--- src/shared/erai_pkg.sv ---
// Purpose: Constants and types for the E1 receive alarm interrupt block
// Assumes: One clock (ref_clk, 40 MHz), synchronous active-high reset
// Notes:   Register map sits behind an AXI4-Lite slave
package erai_pkg;

  // ----------------------------------------------------------------
  // Register map
  // ----------------------------------------------------------------
  localparam int ADDR_W = 32;
  localparam int DEC_W = 4;
  localparam logic [3:0] OFS_EXCESS_ZERO_CHANGE_FLAG = 4'h0;
  localparam logic [3:0] OFS_EXZ_ENABLE = 4'h4;
  localparam logic [3:0] OFS_ALM_STATUS = 4'h8;
  localparam logic [3:0] OFS_ALM_ENABLE = 4'hc;

  // ----------------------------------------------------------------
  // Field positions and reset values
  // ----------------------------------------------------------------
  localparam int EXZ_SA7_STATE_BIT = 5;
  localparam int ALM_TS16_STATE_BIT = 4;
  localparam int EXZ_FLAG_W = 2;
  localparam int ALM_FLAG_W = 4;
  localparam logic [7:0] EXZ_ENABLE_RST = 8'h00;
  localparam logic [7:0] ALM_ENABLE_RST = 8'h00;

  // Flag order: exz, sa7, ts16, cas, crc, los
  localparam int NUM_FLAGS = 6;
  localparam int FLG_EXZ = 0;
  localparam int FLG_SA7 = 1;
  localparam int FLG_TS16 = 2;
  localparam int FLG_CAS = 3;
  localparam int FLG_CRC = 4;
  localparam int FLG_LOS = 5;

  // ----------------------------------------------------------------
  // Bus answers and vote window
  // ----------------------------------------------------------------
  localparam logic [1:0] RESP_OKAY = 2'h0;
  localparam logic [1:0] RESP_SLVERR = 2'h2;
  localparam logic [2:0] VOTE_WIN_RST = 3'h7;

  typedef struct packed {
    logic sa7_bit;
    logic sa7_strobe;
    logic excess_zero;
    logic rx_signal_loss;
    logic crc_lock;
    logic cas_lock;
    logic ts16_all_ones;
  } erai_alarm_in_t;

endpackage

--- src/verilog/erai_sa7_vote.sv ---
// Purpose: Two-of-three zero vote on received Sa7 samples
// Assumes: sample_strobe marks one new Sa7 bit
// Notes:   Window starts all ones so reset never declares zero
module erai_sa7_vote (
  input wire logic ref_clk,
  input wire logic sys_rst,
  input wire logic sample_bit,
  input wire logic sample_strobe,
  output logic zero_state
);
  import erai_pkg::*;

  logic [2:0] win_reg;
  logic [2:0] win_next;
  logic [2:0] zeros;
  logic vote;

  assign win_next = {win_reg[1:0], sample_bit};
  assign zeros = ~win_next;
  assign vote = (zeros[0] & zeros[1]) | (zeros[0] & zeros[2]) |
                (zeros[1] & zeros[2]);

  always_ff @(posedge ref_clk) begin
    if (sys_rst) begin
      win_reg <= VOTE_WIN_RST;
      zero_state <= 1'b0;
    end else if (sample_strobe) begin
      win_reg <= win_next;
      zero_state <= vote;
    end
  end
endmodule // erai_sa7_vote

--- src/verilog/erai_change_flag.sv ---
// Purpose: Sticky flag set by any change of a level
// Assumes: Level is synchronous to ref_clk
// Notes:   A change in the clear cycle keeps the flag set
module erai_change_flag (
  input wire logic ref_clk,
  input wire logic sys_rst,
  input wire logic level,
  input wire logic clear,
  output logic flag
);
  logic prev_reg;
  logic changed;

  assign changed = level ^ prev_reg;

  always_ff @(posedge ref_clk) begin
    if (sys_rst) begin
      prev_reg <= 1'b0;
      flag <= 1'b0;
    end else begin
      prev_reg <= level;
      // Set beats clear so no edge is lost
      flag <= changed | (flag & ~clear);
    end
  end
endmodule // erai_change_flag

--- src/verilog/erai_top.sv ---
// Purpose: Interrupt status and enables for E1 receive alarms
// Assumes: Alarm levels come from the framer, synchronous to ref_clk
// Notes:   AXI4-Lite slave, one read and one write in flight
//
// Implementation choices: the address map and the AXI4-Lite interface to the registers.
module erai_top (
  input wire logic ref_clk,
  input wire logic sys_rst,
  input wire erai_pkg::erai_alarm_in_t alarm_in,
  input wire logic [erai_pkg::ADDR_W-1:0] s_axi_awaddr,
  input wire logic [2:0] s_axi_awprot,
  input wire logic s_axi_awvalid,
  output logic s_axi_awready,
  input wire logic [31:0] s_axi_wdata,
  input wire logic [3:0] s_axi_wstrb,
  input wire logic s_axi_wvalid,
  output logic s_axi_wready,
  output logic [1:0] s_axi_bresp,
  output logic s_axi_bvalid,
  input wire logic s_axi_bready,
  input wire logic [erai_pkg::ADDR_W-1:0] s_axi_araddr,
  input wire logic [2:0] s_axi_arprot,
  input wire logic s_axi_arvalid,
  output logic s_axi_arready,
  output logic [31:0] s_axi_rdata,
  output logic [1:0] s_axi_rresp,
  output logic s_axi_rvalid,
  input wire logic s_axi_rready,
  output logic irq
);
  import erai_pkg::*;

  // ----------------------------------------------------------------
  // Declarations
  // ----------------------------------------------------------------
  logic aw_full_reg;
  logic aw_full_next;
  logic [ADDR_W-1:0] aw_addr_reg;
  logic w_full_reg;
  logic w_full_next;
  logic [7:0] w_data_reg;
  logic w_strb_reg;
  logic bvalid_next;
  logic [1:0] bresp_next;
  logic rvalid_next;
  logic [7:0] exz_en_reg;
  logic [7:0] alm_en_reg;
  logic irq_next;

  logic aw_fire;
  logic w_fire;
  logic ar_fire;
  logic b_fire;
  logic r_fire;
  logic aw_ok;
  logic w_ok;
  logic wr_go;
  logic [ADDR_W-1:0] wr_addr;
  logic [7:0] wr_data;
  logic wr_lane0;
  logic wr_upper_zero;
  logic wr_hit_exz_st;
  logic wr_hit_exz_en;
  logic wr_hit_alm_st;
  logic wr_hit_alm_en;
  logic wr_mapped;
  logic [ADDR_W-1:0] rd_addr;
  logic rd_upper_zero;
  logic rd_hit_exz_st;
  logic rd_hit_exz_en;
  logic rd_hit_alm_st;
  logic rd_hit_alm_en;
  logic rd_mapped;
  logic [7:0] rd_byte;

  logic sa7_zero_state;
  logic [NUM_FLAGS-1:0] level_vec;
  logic [NUM_FLAGS-1:0] flag_vec;
  logic [NUM_FLAGS-1:0] clear_vec;
  logic [NUM_FLAGS-1:0] en_eff;
  logic [EXZ_FLAG_W-1:0] exz_clear;
  logic [ALM_FLAG_W-1:0] alm_clear;
  logic [7:0] excess_zero_change_flag;
  logic [7:0] alm_status;

  // ----------------------------------------------------------------
  // Handshakes
  // ----------------------------------------------------------------
  assign aw_fire = s_axi_awvalid & s_axi_awready;
  assign w_fire = s_axi_wvalid & s_axi_wready;
  assign ar_fire = s_axi_arvalid & s_axi_arready;
  assign b_fire = s_axi_bvalid & s_axi_bready;
  assign r_fire = s_axi_rvalid & s_axi_rready;

  // Address and data may arrive in either order
  assign aw_ok = aw_full_reg | aw_fire;
  assign w_ok = w_full_reg | w_fire;
  assign wr_go = aw_ok & w_ok;

  assign aw_full_next = aw_ok & ~wr_go;
  assign w_full_next = w_ok & ~wr_go;
  assign bvalid_next = wr_go | (s_axi_bvalid & ~b_fire);
  assign bresp_next = wr_go ? (wr_mapped ? RESP_OKAY : RESP_SLVERR)
                            : s_axi_bresp;
  assign rvalid_next = ar_fire | (s_axi_rvalid & ~r_fire);

  // ----------------------------------------------------------------
  // Write decode
  // ----------------------------------------------------------------
  assign wr_addr = aw_full_reg ? aw_addr_reg : s_axi_awaddr;
  assign wr_data = w_full_reg ? w_data_reg : s_axi_wdata[7:0];
  assign wr_lane0 = w_full_reg ? w_strb_reg : s_axi_wstrb[0];
  // Upper address bits must be zero; no aliasing
  assign wr_upper_zero = (wr_addr[ADDR_W-1:DEC_W] == '0);
  assign wr_hit_exz_st = wr_upper_zero &
                         (wr_addr[DEC_W-1:2] == OFS_EXCESS_ZERO_CHANGE_FLAG[3:2]);
  assign wr_hit_exz_en = wr_upper_zero &
                         (wr_addr[DEC_W-1:2] == OFS_EXZ_ENABLE[3:2]);
  assign wr_hit_alm_st = wr_upper_zero &
                         (wr_addr[DEC_W-1:2] == OFS_ALM_STATUS[3:2]);
  assign wr_hit_alm_en = wr_upper_zero &
                         (wr_addr[DEC_W-1:2] == OFS_ALM_ENABLE[3:2]);
  assign wr_mapped = wr_hit_exz_st | wr_hit_exz_en |
                     wr_hit_alm_st | wr_hit_alm_en;

  // ----------------------------------------------------------------
  // Read decode
  // ----------------------------------------------------------------
  assign rd_addr = s_axi_araddr;
  assign rd_upper_zero = (rd_addr[ADDR_W-1:DEC_W] == '0);
  assign rd_hit_exz_st = rd_upper_zero &
                         (rd_addr[DEC_W-1:2] == OFS_EXCESS_ZERO_CHANGE_FLAG[3:2]);
  assign rd_hit_exz_en = rd_upper_zero &
                         (rd_addr[DEC_W-1:2] == OFS_EXZ_ENABLE[3:2]);
  assign rd_hit_alm_st = rd_upper_zero &
                         (rd_addr[DEC_W-1:2] == OFS_ALM_STATUS[3:2]);
  assign rd_hit_alm_en = rd_upper_zero &
                         (rd_addr[DEC_W-1:2] == OFS_ALM_ENABLE[3:2]);
  assign rd_mapped = rd_hit_exz_st | rd_hit_exz_en |
                     rd_hit_alm_st | rd_hit_alm_en;

  // ----------------------------------------------------------------
  // Status views
  // ----------------------------------------------------------------
  // Bits 4..2 of the excess-zero status read as zero
  assign excess_zero_change_flag = {2'h0,
                       sa7_zero_state,
                       3'h0,
                       flag_vec[FLG_SA7],
                       flag_vec[FLG_EXZ]};
  assign alm_status = {3'h0,
                       alarm_in.ts16_all_ones,
                       flag_vec[FLG_LOS],
                       flag_vec[FLG_CRC],
                       flag_vec[FLG_CAS],
                       flag_vec[FLG_TS16]};

  assign rd_byte = rd_hit_exz_st ? excess_zero_change_flag :
                   rd_hit_exz_en ? exz_en_reg :
                   rd_hit_alm_st ? alm_status :
                   rd_hit_alm_en ? alm_en_reg : 8'h00;

  // ----------------------------------------------------------------
  // Flag clearing
  // ----------------------------------------------------------------
  // Reading a status register clears every change bit in it;
  // writing ones clears the chosen bits.
  assign exz_clear =
    (ar_fire & rd_hit_exz_st) ? {EXZ_FLAG_W{1'b1}} :
    (wr_go & wr_lane0 & wr_hit_exz_st) ?
      wr_data[EXZ_FLAG_W-1:0] : '0;
  assign alm_clear =
    (ar_fire & rd_hit_alm_st) ? {ALM_FLAG_W{1'b1}} :
    (wr_go & wr_lane0 & wr_hit_alm_st) ?
      wr_data[ALM_FLAG_W-1:0] : '0;
  assign clear_vec = {alm_clear, exz_clear};

  // ----------------------------------------------------------------
  // Change detection
  // ----------------------------------------------------------------
  erai_sa7_vote u_sa7_vote (
    .ref_clk(ref_clk),
    .sys_rst(sys_rst),
    .sample_bit(alarm_in.sa7_bit),
    .sample_strobe(alarm_in.sa7_strobe),
    .zero_state(sa7_zero_state)
  );

  assign level_vec[FLG_EXZ] = alarm_in.excess_zero;
  assign level_vec[FLG_SA7] = sa7_zero_state;
  assign level_vec[FLG_TS16] = alarm_in.ts16_all_ones;
  assign level_vec[FLG_CAS] = alarm_in.cas_lock;
  assign level_vec[FLG_CRC] = alarm_in.crc_lock;
  assign level_vec[FLG_LOS] = alarm_in.rx_signal_loss;

  // Flags latch whatever the enables say; enables gate irq only
  for (genvar i = 0; i < NUM_FLAGS; i++) begin : g_flag
    erai_change_flag u_flag (
      .ref_clk(ref_clk),
      .sys_rst(sys_rst),
      .level(level_vec[i]),
      .clear(clear_vec[i]),
      .flag(flag_vec[i])
    );
  end

  // ----------------------------------------------------------------
  // Interrupt gating
  // ----------------------------------------------------------------
  assign en_eff[FLG_EXZ] = exz_en_reg[FLG_EXZ];
  assign en_eff[FLG_SA7] = exz_en_reg[FLG_SA7];
  // Alarm enables as printed: a zero turns the source on
  assign en_eff[FLG_TS16] = ~alm_en_reg[0];
  assign en_eff[FLG_CAS] = ~alm_en_reg[1];
  assign en_eff[FLG_CRC] = ~alm_en_reg[2];
  assign en_eff[FLG_LOS] = ~alm_en_reg[3];

  assign irq_next = |(flag_vec & en_eff);

  // ----------------------------------------------------------------
  // Write channel registers
  // ----------------------------------------------------------------
  always_ff @(posedge ref_clk) begin
    if (sys_rst) begin
      aw_full_reg <= 1'b0;
      aw_addr_reg <= '0;
      w_full_reg <= 1'b0;
      w_data_reg <= 8'h00;
      w_strb_reg <= 1'b0;
    end else begin
      aw_full_reg <= aw_full_next;
      w_full_reg <= w_full_next;
      if (aw_fire) begin
        aw_addr_reg <= s_axi_awaddr;
      end
      if (w_fire) begin
        w_data_reg <= s_axi_wdata[7:0];
        w_strb_reg <= s_axi_wstrb[0];
      end
    end
  end

  // Ready drops while a word is held or a response waits
  always_ff @(posedge ref_clk) begin
    if (sys_rst) begin
      s_axi_awready <= 1'b0;
      s_axi_wready <= 1'b0;
      s_axi_bvalid <= 1'b0;
      s_axi_bresp <= RESP_OKAY;
    end else begin
      s_axi_awready <= ~aw_full_next & ~bvalid_next;
      s_axi_wready <= ~w_full_next & ~bvalid_next;
      s_axi_bvalid <= bvalid_next;
      s_axi_bresp <= bresp_next;
    end
  end

  // ----------------------------------------------------------------
  // Enable registers
  // ----------------------------------------------------------------
  // Only the low byte lane holds data; upper bits read zero
  always_ff @(posedge ref_clk) begin
    if (sys_rst) begin
      exz_en_reg <= EXZ_ENABLE_RST;
      alm_en_reg <= ALM_ENABLE_RST;
    end else if (wr_go & wr_lane0) begin
      if (wr_hit_exz_en) begin
        exz_en_reg <= {6'h00, wr_data[1:0]};
      end
      if (wr_hit_alm_en) begin
        alm_en_reg <= {4'h0, wr_data[3:0]};
      end
    end
  end

  // ----------------------------------------------------------------
  // Read channel
  // ----------------------------------------------------------------
  always_ff @(posedge ref_clk) begin
    if (sys_rst) begin
      s_axi_arready <= 1'b0;
      s_axi_rvalid <= 1'b0;
      s_axi_rdata <= 32'h0000_0000;
      s_axi_rresp <= RESP_OKAY;
    end else begin
      s_axi_arready <= ~rvalid_next;
      s_axi_rvalid <= rvalid_next;
      if (ar_fire) begin
        // Snapshot taken in the same edge that clears the flags
        s_axi_rdata <= {24'h00_0000, rd_byte};
        s_axi_rresp <= rd_mapped ? RESP_OKAY : RESP_SLVERR;
      end
    end
  end

  // ----------------------------------------------------------------
  // Interrupt output
  // ----------------------------------------------------------------
  always_ff @(posedge ref_clk) begin
    if (sys_rst) begin
      irq <= 1'b0;
    end else begin
      irq <= irq_next;
    end
  end

endmodule // erai_top

--- config.mk ---
export PLATFORM = sky130hd
export DESIGN_NAME = erai_top
export DESIGN_NICKNAME = d
export VERILOG_FILES = /design/src/shared/erai_pkg.sv /design/src/verilog/erai_sa7_vote.sv /design/src/verilog/erai_change_flag.sv /design/src/verilog/erai_top.sv
export SDC_FILE = /design/constraint.sdc
export NUM_CORES = 1
export LEC_CHECK = 0
export ABC_CLOCK_PERIOD_IN_PS = 1590
export BUFFER_PORTS_ARGS = -buffer_cell sky130_fd_sc_hd__buf_2
export CORE_MARGIN = 2
export CORE_UTILIZATION = 40
export DETAILED_ROUTE_END_ITERATION = 10
export HOLD_SLACK_MARGIN = 0.15
export PLACE_DENSITY = 0.74
export SYNTH_ARGS = -nofsm -noshare
export SYNTH_HDL_FRONTEND = slang
export SYNTH_SLANG_ARGS = --single-unit
--- constraint.sdc ---
create_clock -name ref_clk -period 1.59 [get_ports ref_clk]
set_input_delay 0.159 -clock ref_clk [delete_from_list [all_inputs] [get_ports ref_clk]]
set_output_delay 0.159 -clock ref_clk [all_outputs]
set_load 0.02 [all_outputs]
==> flow_metrics.py, run 1 <==
metrics = {
    "route": {
        "routedWlPerCell_um": 13.3,
        "vias": 3142,
        "via_per_inst": 4.95,
        "drtIter0Drc": 79,
        "firstDrtPassIters": 4,
        "wl_mm": 8.46,
        "drc": 0,
        "ant_nets": 0,
    },
    "clock_tree": {
        "cts_buffers": 9,
        "h-tree-depth": 3,
        "cts_tree": "yes",
        "cts_max_path_buffers": 2,
        "clk_latency_ns": 0.35,
        "path_clk_slew_ns": 0.08,
        "clockRootBuffer": "clkbuf_8",
        "cts.sinks": 72,
    },
    "job": {
        "maxCapViolations": 0,
    },
    "die": {
        "core-area_sq_um": 7770,
        "start_util_pct": 41.3,
        "rows": 32,
        "ioPinCount": 162,
        "dieArea_sq_um": 8760,
        "die_y_um": 93.6,
        "die_x_um": 93.6,
    },
    "finish": {
        "antenna_cells": 0,
        "final_cell_mix": "buf_2, nand2_1, dfxtp_1",
        "fillCellCount": 664,
        "drive_gt1_share_pct": 32.6,
        "nets": 648,
        "largest_reg_flops": 30,
        "stdcell_count": 635,
        "final_common_cell": "buf_2",
        "area_growth_pct": 45.0,
    },
    "setup_path": {
        "end_kind": "flip-flop",
        "startpoint_type": "flip-flop",
        "ff2ff_setup_slack_ns": -0.08,
        "worstPathMaxFanout": 7,
        "arrival_ns": 1.88,
        "worst_ep_required_time_ns": 1.80,
        "crit_path_max_incr_delay_ns": 0.33,
        "crit_chain": "nor4_2 > nand4_1 > o22a_4 > nor4_1 > o41ai_1",
        "slowest_stage": "dfxtp_2",
        "r2r-start": "aw_addr_reg[4]",
        "rr_endpoint": "g_flag[4].u_flag.flag",
        "worstRegToRegCells": 5,
        "crit_family": "simple AND/OR/NAND/NOR gates",
        "path_buf_inv": 0,
        "critPathKind": "reg -> reg",
    },
    "min_path": {
        "min_to": "aw_addr_reg[6]",
        "min_path_type": "in -> reg",
        "min_from": "s_axi_awaddr[6]",
        "min_delay_path_depth": 4,
    },
    "power": {
        "p_leak_nw": 1.96,
        "power-per-cell-area_nw_per_um2": 920,
        "max-vdd-ir-drop_mv": 0.687,
    },
    "timing": {
        "whs_ns": 0.173,
        "rsz0062_at_grt": "true",
        "slew_headroom_pct": 56.0,
        "post-route-period-util_pct": 105,
        "layout_setup_ws_ns": -0.0785,
        "min_period_ns": 1.67,
        "finalClockSkew_ns": 0.00927,
        "tns_ns": -0.345,
        "max_freq_mhz": 599,
        "hold_viol_final": 0,
        "worstMarginPinSlew_ns": 0.660,
        "maxSlewViolCount": 0,
        "setup_viol": 8,
    },
    "synthesis": {
        "async_flop_share_pct": 0,
        "synth.avg_cell_area_sq_um": 8.56,
        "post_synth_inst_count": 375,
        "synth_warnings": 0,
        "synth_edf_count": 0,
        "synth_ff_type": "dfxtp_1",
        "yosysSeqAreaShare_pct": 44.9,
        "yosysUniqueCellTypes": 43,
        "netlist_area_sq_um": 3210,
        "ys_ff_latch": 72,
    },
    "grt": {
        "antenna_found_initial": 0,
        "gr-total-overflow": 0,
        "grt_pass1_vias": 3017,
        "grt_pass1_wl_mm": 13.6,
        "grt_max_degree": 41,
        "grt.total_usage_pct": 19.3,
    },
    "place": {
        "globalplace.congestion": 0.795,
        "dp_slack_ns": -0.256,
        "place_hpwl_mm": 5.77,
        "dp_cells": 581,
        "port_buffers": 92,
    },
    "status": {
        "status": "complete, but fails checks",
        "violations": "negative setup slack",
    },
}
synth_stat cells, types with 2 or more instances:
cell type | count | share of area, %
nand2b_1 | 7 | 1.4
inv_1 | 6 | 0.70
mux4_2 | 2 | 1.4
a211o_1 | 2 | 0.55
buf_4 | 29 | 6.8
o22ai_1 | 2 | 0.39
a31oi_1 | 2 | 0.39
a32oi_1 | 3 | 0.82
nand4_1 | 6 | 1.2
buf_1 | 5 | 0.58
nor3_1 | 6 | 0.93
a41o_1 | 6 | 1.9
a21oi_1 | 45 | 7.0
mux2_2 | 3 | 1.1
nor4_1 | 23 | 4.5
o32ai_1 | 4 | 1.1
mux2i_1 | 7 | 2.2
xor2_1 | 2 | 0.55
nand2_1 | 74 | 8.6
o41ai_1 | 2 | 0.55
nor2_1 | 16 | 1.9
clkbuf_1 | 12 | 1.4
nand3_1 | 6 | 0.93
nor2b_1 | 9 | 1.8
o21ai_0 | 2 | 0.31
a22oi_1 | 3 | 0.70
dfxtp_1 | 72 | 45
xnor2_1 | 4 | 1.1
final cells by class:
| cell class | count | area (sq um) | share of cell area (%) |
|---|---|---|---|
| Tap cell | 102 | 128 | 2.74 |
| Clock buffer | 12 | 165 | 3.55 |
| Timing Repair Buffer | 162 | 1100 | 23.6 |
| Multi-Input combinational cell | 277 | 1740 | 37.5 |
| Clock inverter | 4 | 51.3 | 1.10 |
| Sequential cell | 72 | 1450 | 31.1 |
| Inverter | 6 | 22.5 | 0.484 |
layer usage:
metal  GRT usage (%)  up-vias  share of wire (%)
met3            4.35       13                4.3
met2            33.8       85                 50
met4            5.68        0                1.7
met1            23.8     1468                 44
li1                -     1576                  -
met5               0        -                  0
logic make-up (layout without fill, tap and decap cells):
group / count (synthesis) / after routing / synth area share, %
XOR/XNOR: 6 / 6 / 1.64
AND/OR/NAND/NOR: 155 / 155 / 24.0
buffers and inverters: 53 / 184 / 9.62
multiplexers: 12 / 12 / 4.64
other: 1 / 28 / 0.117
flip-flops: 72 / 72 / 44.9
AO/OA/AOI/OAI: 76 / 76 / 15.1
tightest hold or removal path: stages:
cell     delay (ns)
buf_2          0.11
buf_4          0.12
nand2_1        0.05
a21oi_1        0.05
how the worst max path moves through the flow:
stage / startpoint / cells after the start / to
after floorplan: s_axi_araddr[20] / 4 / g_flag[3].u_flag.flag
after global placement: s_axi_awaddr[26] / 6 / g_flag[5].u_flag.flag
after detailed placement: s_axi_awaddr[26] / 6 / g_flag[5].u_flag.flag
after CTS: aw_addr_reg[22] / 5 / g_flag[5].u_flag.flag
after global routing: aw_addr_reg[6] / 5 / g_flag[4].u_flag.flag
final: aw_addr_reg[4] / 5 / g_flag[4].u_flag.flag
where the power goes:
part | total [W] | switching (W) | internal [W] | leakage [nW]
Sequential | 0.00197 | 0.0000661 | 0.00190 | 0.592
Combinational | 0.000766 | 0.000400 | 0.000365 | 1.26
Clock | 0.00155 | 0.000695 | 0.000854 | 0.109
Total | 0.00428 | 0.00116 | 0.00312 | 1.96
timing repair:
action / 4_1_cts / 5_1_grt
endpoints found under the hold margin: 43 / 0
hold buffers: 37 / 0
setup endpoints to repair: 13 / 13
gates resized for setup: 17 / 16
pin swaps: 4 / 10
setup buffers: 1 / 0
stage by stage:
step | power (W) | instance area, sq um | utilization, %
floorplan | 0.00241 | 3320 | -
CTS | 0.00427 | 4570 | 58.8
detailed placement | 0.00263 | 3870 | 49.8
global route | 0.00448 | 4660 | 59.9
global placement | 0.00261 | 3870 | 49.8
finish | 0.00428 | 4660 | 59.9
No activity file was read; power rests on OpenSTA's default activity.
==> run 2, diff against run 1 <==
--- a/config.mk
+++ b/config.mk
@@ -15,3 +15,4 @@
 export SYNTH_ARGS = -nofsm -noshare
 export SYNTH_HDL_FRONTEND = slang
 export SYNTH_SLANG_ARGS = --single-unit
+export TNS_END_PERCENT = 10
==> flow_metrics.py, run 2 (same netlist as run 1, synthesis figures left out) <==
metrics = {
    "status": {
        "status": "complete, but fails checks",
        "violations": "negative setup slack",
    },
    "route": {
        "dr_wl_met2_mm": 4.25,
        "ant_nets": 0,
        "dr_wl_met3_um": 351,
        "via_per_inst": 4.95,
        "routedWlPerCell_um": 13.3,
        "wl_mm": 8.45,
        "drc": 0,
        "routed.top_layer": "met4",
        "vias": 3146,
        "firstDrtPassIters": 4,
        "drtIter0Drc": 86,
        "met1_length_mm": 3.73,
    },
    "setup_path": {
        "crit_chain": "nor4_2 > nand4_1 > o22a_4 > nor4_1 > o41ai_1",
        "worstRegToRegCells": 5,
        "slowest_stage": "dfxtp_2",
        "ff2ff_setup_slack_ns": -0.08,
        "end_kind": "flip-flop",
        "crit_path_max_incr_delay_ns": 0.33,
        "path_buf_inv": 0,
        "worst_ep_required_time_ns": 1.79,
        "arrival_ns": 1.87,
        "startpoint_type": "flip-flop",
        "critPathKind": "reg -> reg",
        "r2r-start": "aw_addr_reg[4]",
        "crit_family": "simple AND/OR/NAND/NOR gates",
        "worstPathMaxFanout": 7,
        "rr_endpoint": "g_flag[4].u_flag.flag",
    },
    "die": {
        "die_x_um": 93.6,
        "core-area_sq_um": 7770,
        "start_util_pct": 41.3,
        "die_y_um": 93.6,
        "dieArea_sq_um": 8760,
        "ioPinCount": 162,
        "rows": 32,
    },
    "min_path": {
        "min_to": "aw_addr_reg[6]",
        "min_delay_path_depth": 4,
        "min_from": "s_axi_awaddr[6]",
        "min_path_type": "in -> reg",
    },
    "grt": {
        "grt_max_degree": 41,
        "gr-total-overflow": 0,
        "antenna_found_initial": 0,
        "grt_pass1_wl_mm": 13.5,
        "grt.total_usage_pct": 19.3,
        "grt_pass1_vias": 3020,
    },
    "finish": {
        "largest_reg_flops": 30,
        "antenna_cells": 0,
        "area_growth_pct": 44.7,
        "drive_gt1_share_pct": 32.5,
        "nets": 648,
        "stdcell_area_sq_um": 4650,
        "fin_util_pct": 59.8,
        "final_common_cell": "buf_2",
        "final_cell_mix": "buf_2, nand2_1, dfxtp_1",
    },
    "timing": {
        "post-route-period-util_pct": 105,
        "hold_viol_final": 0,
        "layout_setup_ws_ns": -0.0817,
        "maxSlewViolCount": 0,
        "min_period_ns": 1.67,
        "rsz0062_at_grt": "true",
        "finalClockSkew_ns": 0.00896,
        "max_freq_mhz": 598,
        "worstMarginPinSlew_ns": 0.664,
        "setup_viol": 8,
        "slew_headroom_pct": 54.5,
    },
    "clock_tree": {
        "cts.sinks": 72,
        "cts_tree": "yes",
        "cts_buffers": 9,
        "clk_latency_ns": 0.34,
        "path_clk_slew_ns": 0.08,
        "clockRootBuffer": "clkbuf_8",
        "cts_max_path_buffers": 2,
        "h-tree-depth": 3,
    },
    "place": {
        "globalplace.congestion": 0.795,
        "place_area_sq_um": 3870,
        "port_buffers": 92,
        "place_hpwl_mm": 5.77,
    },
    "power": {
        "max-vdd-ir-drop_mv": 0.687,
        "power-per-cell-area_nw_per_um2": 921,
        "p_leak_nw": 1.96,
    },
    "job": {
        "maxCapViolations": 0,
    },
}
## run 2: worst register-to-register path, cell delays in order (launching register included)
cell and delay [ns]:
dfxtp_2 0.33, nor4_2 0.29, nand4_1 0.19, o22a_4 0.33, nor4_1 0.30, o41ai_1 0.10
## run 2: worst max-delay path by stage
stage | startpoint | to | slack, ns | depth (start not counted)
after floorplan | s_axi_araddr[20] | g_flag[3].u_flag.flag | -0.01 | 4
after global placement | s_axi_awaddr[26] | g_flag[5].u_flag.flag | -0.19 | 6
after detailed placement | s_axi_awaddr[26] | g_flag[5].u_flag.flag | -0.26 | 6
after CTS | aw_addr_reg[22] | g_flag[5].u_flag.flag | -0.06 | 5
after global routing | aw_addr_reg[6] | g_flag[4].u_flag.flag | -0.16 | 5
final | aw_addr_reg[4] | g_flag[4].u_flag.flag | -0.08 | 5
## run 2: final cells by class
type,instances,area (sq um)
fillers,663,3120
flip-flops and latches,72,1450
inverters,6,22.5
clock buffers,12,165
clock inverters,4,51.3
multi-input cells,277,1740
well taps,102,128
repair buffers,162,1100
## run 2: timing repair
item	in CTS	in global routing
buffers inserted	1	0
gates cloned	0	0
hold endpoints to repair	43	0
hold buffers	37	0
setup endpoints to repair	13	13
pin swaps	4	9
resized for setup	16	16
## run 2: metrics by stage
step           hold WS, ns  worst slack, ns  std cells  TNS, ns  power (W)
2_1_floorplan        0.277          -0.0144        402  -0.0285    0.00241
3_3_place_gp         0.387           -0.185        581    -1.02    0.00261
3_5_place_dp         0.398           -0.256        581    -1.84    0.00263
4_1_cts              0.165          -0.0569        635   -0.238    0.00427
5_1_grt              0.175           -0.157        635    -1.13    0.00448
6_report             0.176          -0.0817        635   -0.236    0.00428
## run 2: per-layer routing
metal	vias up	track usage, %
li1	1576	-
met2	84	33.8
met5	-	0
met3	11	4.35
met1	1475	23.6
met4	0	5.68
## run 2: power breakdown
group	switching [W]	internal [W]	leakage (nW)	total, W
combinational	0.000398	0.000365	1.25	0.000764
clock	0.000693	0.000854	0.109	0.00155
sequential	0.0000661	0.00190	0.592	0.00197
==> run 3, diff against run 2 <==
--- a/config.mk
+++ b/config.mk
@@ -7,11 +7,13 @@
 export LEC_CHECK = 0
 export ABC_CLOCK_PERIOD_IN_PS = 1590
 export BUFFER_PORTS_ARGS = -buffer_cell sky130_fd_sc_hd__buf_2
+export CORE_ASPECT_RATIO = 2
 export CORE_MARGIN = 2
 export CORE_UTILIZATION = 40
 export DETAILED_ROUTE_END_ITERATION = 10
 export HOLD_SLACK_MARGIN = 0.15
 export PLACE_DENSITY = 0.74
+export SETUP_SLACK_MARGIN = 0.4
 export SYNTH_ARGS = -nofsm -noshare
 export SYNTH_HDL_FRONTEND = slang
 export SYNTH_SLANG_ARGS = --single-unit
==> flow_metrics.py, run 3 (same netlist as run 1, synthesis figures left out) <==
metrics = {
    "status": {
        "status": "complete, but fails checks",
        "violations": "negative setup slack",
    },
    "job": {
        "maxCapViolations": 0,
    },
    "timing": {
        "max_freq_mhz": 595,
        "worstMarginPinSlew_ns": 0.749,
        "hold_viol_final": 0,
        "setup_viol": 11,
        "min_period_ns": 1.68,
        "finalClockSkew_ns": 0.00639,
        "maxSlewViolCount": 0,
        "post-route-period-util_pct": 106,
        "rsz0062_at_grt": "true",
        "layout_setup_ws_ns": -0.0904,
        "slew_headroom_pct": 50.1,
        "whs_ns": 0.160,
    },
    "setup_path": {
        "critPathKind": "reg -> reg",
        "r2r-start": "aw_addr_reg[12]",
        "arrival_ns": 1.85,
        "worstPathMaxFanout": 7,
        "ff2ff_setup_slack_ns": -0.09,
        "rr_endpoint": "g_flag[3].u_flag.flag",
        "worst_ep_required_time_ns": 1.76,
        "end_kind": "flip-flop",
        "startpoint_type": "flip-flop",
        "worstRegToRegCells": 5,
    },
    "clock_tree": {
        "cts_tree": "yes",
        "h-tree-depth": 3,
        "clk_latency_ns": 0.33,
        "cts_buffers": 9,
        "cts.sinks": 72,
        "path_clk_slew_ns": 0.06,
        "clockRootBuffer": "clkbuf_16",
        "cts_max_path_buffers": 2,
    },
    "grt": {
        "grt.total_usage_pct": 22.6,
        "grt_max_degree": 41,
        "antenna_found_initial": 0,
        "grt_pass1_wl_mm": 14.9,
        "grt_pass1_vias": 3327,
        "gr-total-overflow": 0,
    },
    "die": {
        "start_util_pct": 40.7,
        "dieArea_sq_um": 8810,
        "ioPinCount": 162,
        "rows": 46,
        "core-area_sq_um": 7890,
        "die_y_um": 131,
        "die_x_um": 67.4,
    },
    "finish": {
        "final_cell_mix": "buf_2, nand2_1, dfxtp_1",
        "fillCellCount": 646,
        "largest_reg_flops": 30,
        "area_growth_pct": 48.5,
        "nets": 647,
        "ff_latch_area_sq_um": 1450,
        "final_common_cell": "buf_2",
        "multi_input_area_sq_um": 1810,
        "antenna_cells": 0,
        "fin_util_pct": 60.5,
        "drive_gt1_share_pct": 34.3,
    },
    "route": {
        "drc": 0,
        "vias": 3309,
        "ant_nets": 0,
        "wl_mm": 9.64,
        "firstDrtPassIters": 5,
        "via_per_inst": 5.29,
        "drtIter0Drc": 218,
        "routedWlPerCell_um": 15.4,
    },
    "min_path": {
        "min_from": "s_axi_wvalid",
        "min_to": "w_data_reg[3]",
        "min_delay_path_depth": 3,
        "min_path_type": "in -> reg",
    },
    "place": {
        "globalplace.congestion": 0.854,
        "dp_slack_ns": -0.358,
        "place_hpwl_mm": 6.25,
        "port_buffers": 92,
    },
    "power": {
        "power-per-cell-area_nw_per_um2": 968,
        "p_leak_nw": 1.99,
        "max-vdd-ir-drop_mv": 0.716,
    },
}
## run 3: changes by cell type in the layout (fill, tap and decap cells not counted), moves of 3 or more
cell / delta
nor4_2: +4
dfxtp_1: -3
clkbuf_8: -9
nor4_1: -3
clkbuf_16: +9
## run 3: what timing repair did
action / 4_1_cts / 5_1_grt
resized for setup: 22 / 18
cloned: 0 / 1
hold endpoints to repair: 41 / 0
setup buffers: 1 / 1
hold buffers: 37 / 0
pin swaps: 25 / 13
setup endpoints to repair: 20 / 20
## run 3: worst max-delay path, stage by stage, from the launching register on
cell	delay, ns
dfxtp_1	0.33
nor4_2	0.33
nand4_1	0.21
o22a_4	0.33
nor4_2	0.22
o32ai_1	0.11
## run 3: how the worst max path moves through the flow
stage / cells past startpoint / end / startpoint
finish: 5 / g_flag[3].u_flag.flag / aw_addr_reg[12]
global route: 5 / g_flag[3].u_flag.flag / aw_addr_reg[16]
CTS: 6 / g_flag[4].u_flag.flag / aw_addr_reg[22]
detailed placement: 7 / g_flag[0].u_flag.flag / s_axi_awaddr[6]
global placement: 7 / g_flag[0].u_flag.flag / s_axi_awaddr[6]
floorplan: 4 / g_flag[3].u_flag.flag / s_axi_araddr[20]
## run 3: per-stage QoR
| step | setup TNS (ns) | power, W | instance area [sq um] | cells |
|---|---|---|---|---|
| finish | -0.485 | 0.00462 | 4770 | 626 |
| detailed placement | -3.48 | 0.00265 | 3880 | 572 |
| CTS | -0.847 | 0.00458 | 4640 | 624 |
| global placement | -3.43 | 0.00263 | 3880 | 572 |
| floorplan | -0.0285 | 0.00242 | 3350 | 402 |
| global route | -2.34 | 0.00481 | 4770 | 626 |
## run 3: metal layers
layer	up-vias	wire length, um	GRT usage [%]
li1	1585	-	-
met2	148	5460	42.2
met1	1544	3170	20.4
met4	0	474	15.1
met3	32	533	5.48
met5	-	0	0
## run 3: power breakdown
part           internal, W  switching, W  leakage (nW)
Clock              0.00117      0.000667         0.135
Combinational     0.000372      0.000425          1.26
Sequential         0.00191     0.0000771         0.593
## run 3: layout make-up
type,instances,area share [%]
sequential,72,30.5
multi-input combinational,278,37.8
clock buffer,14,5.74
inverter,6,0.472
timing repair buffer,160,22.9
tap,96,2.52
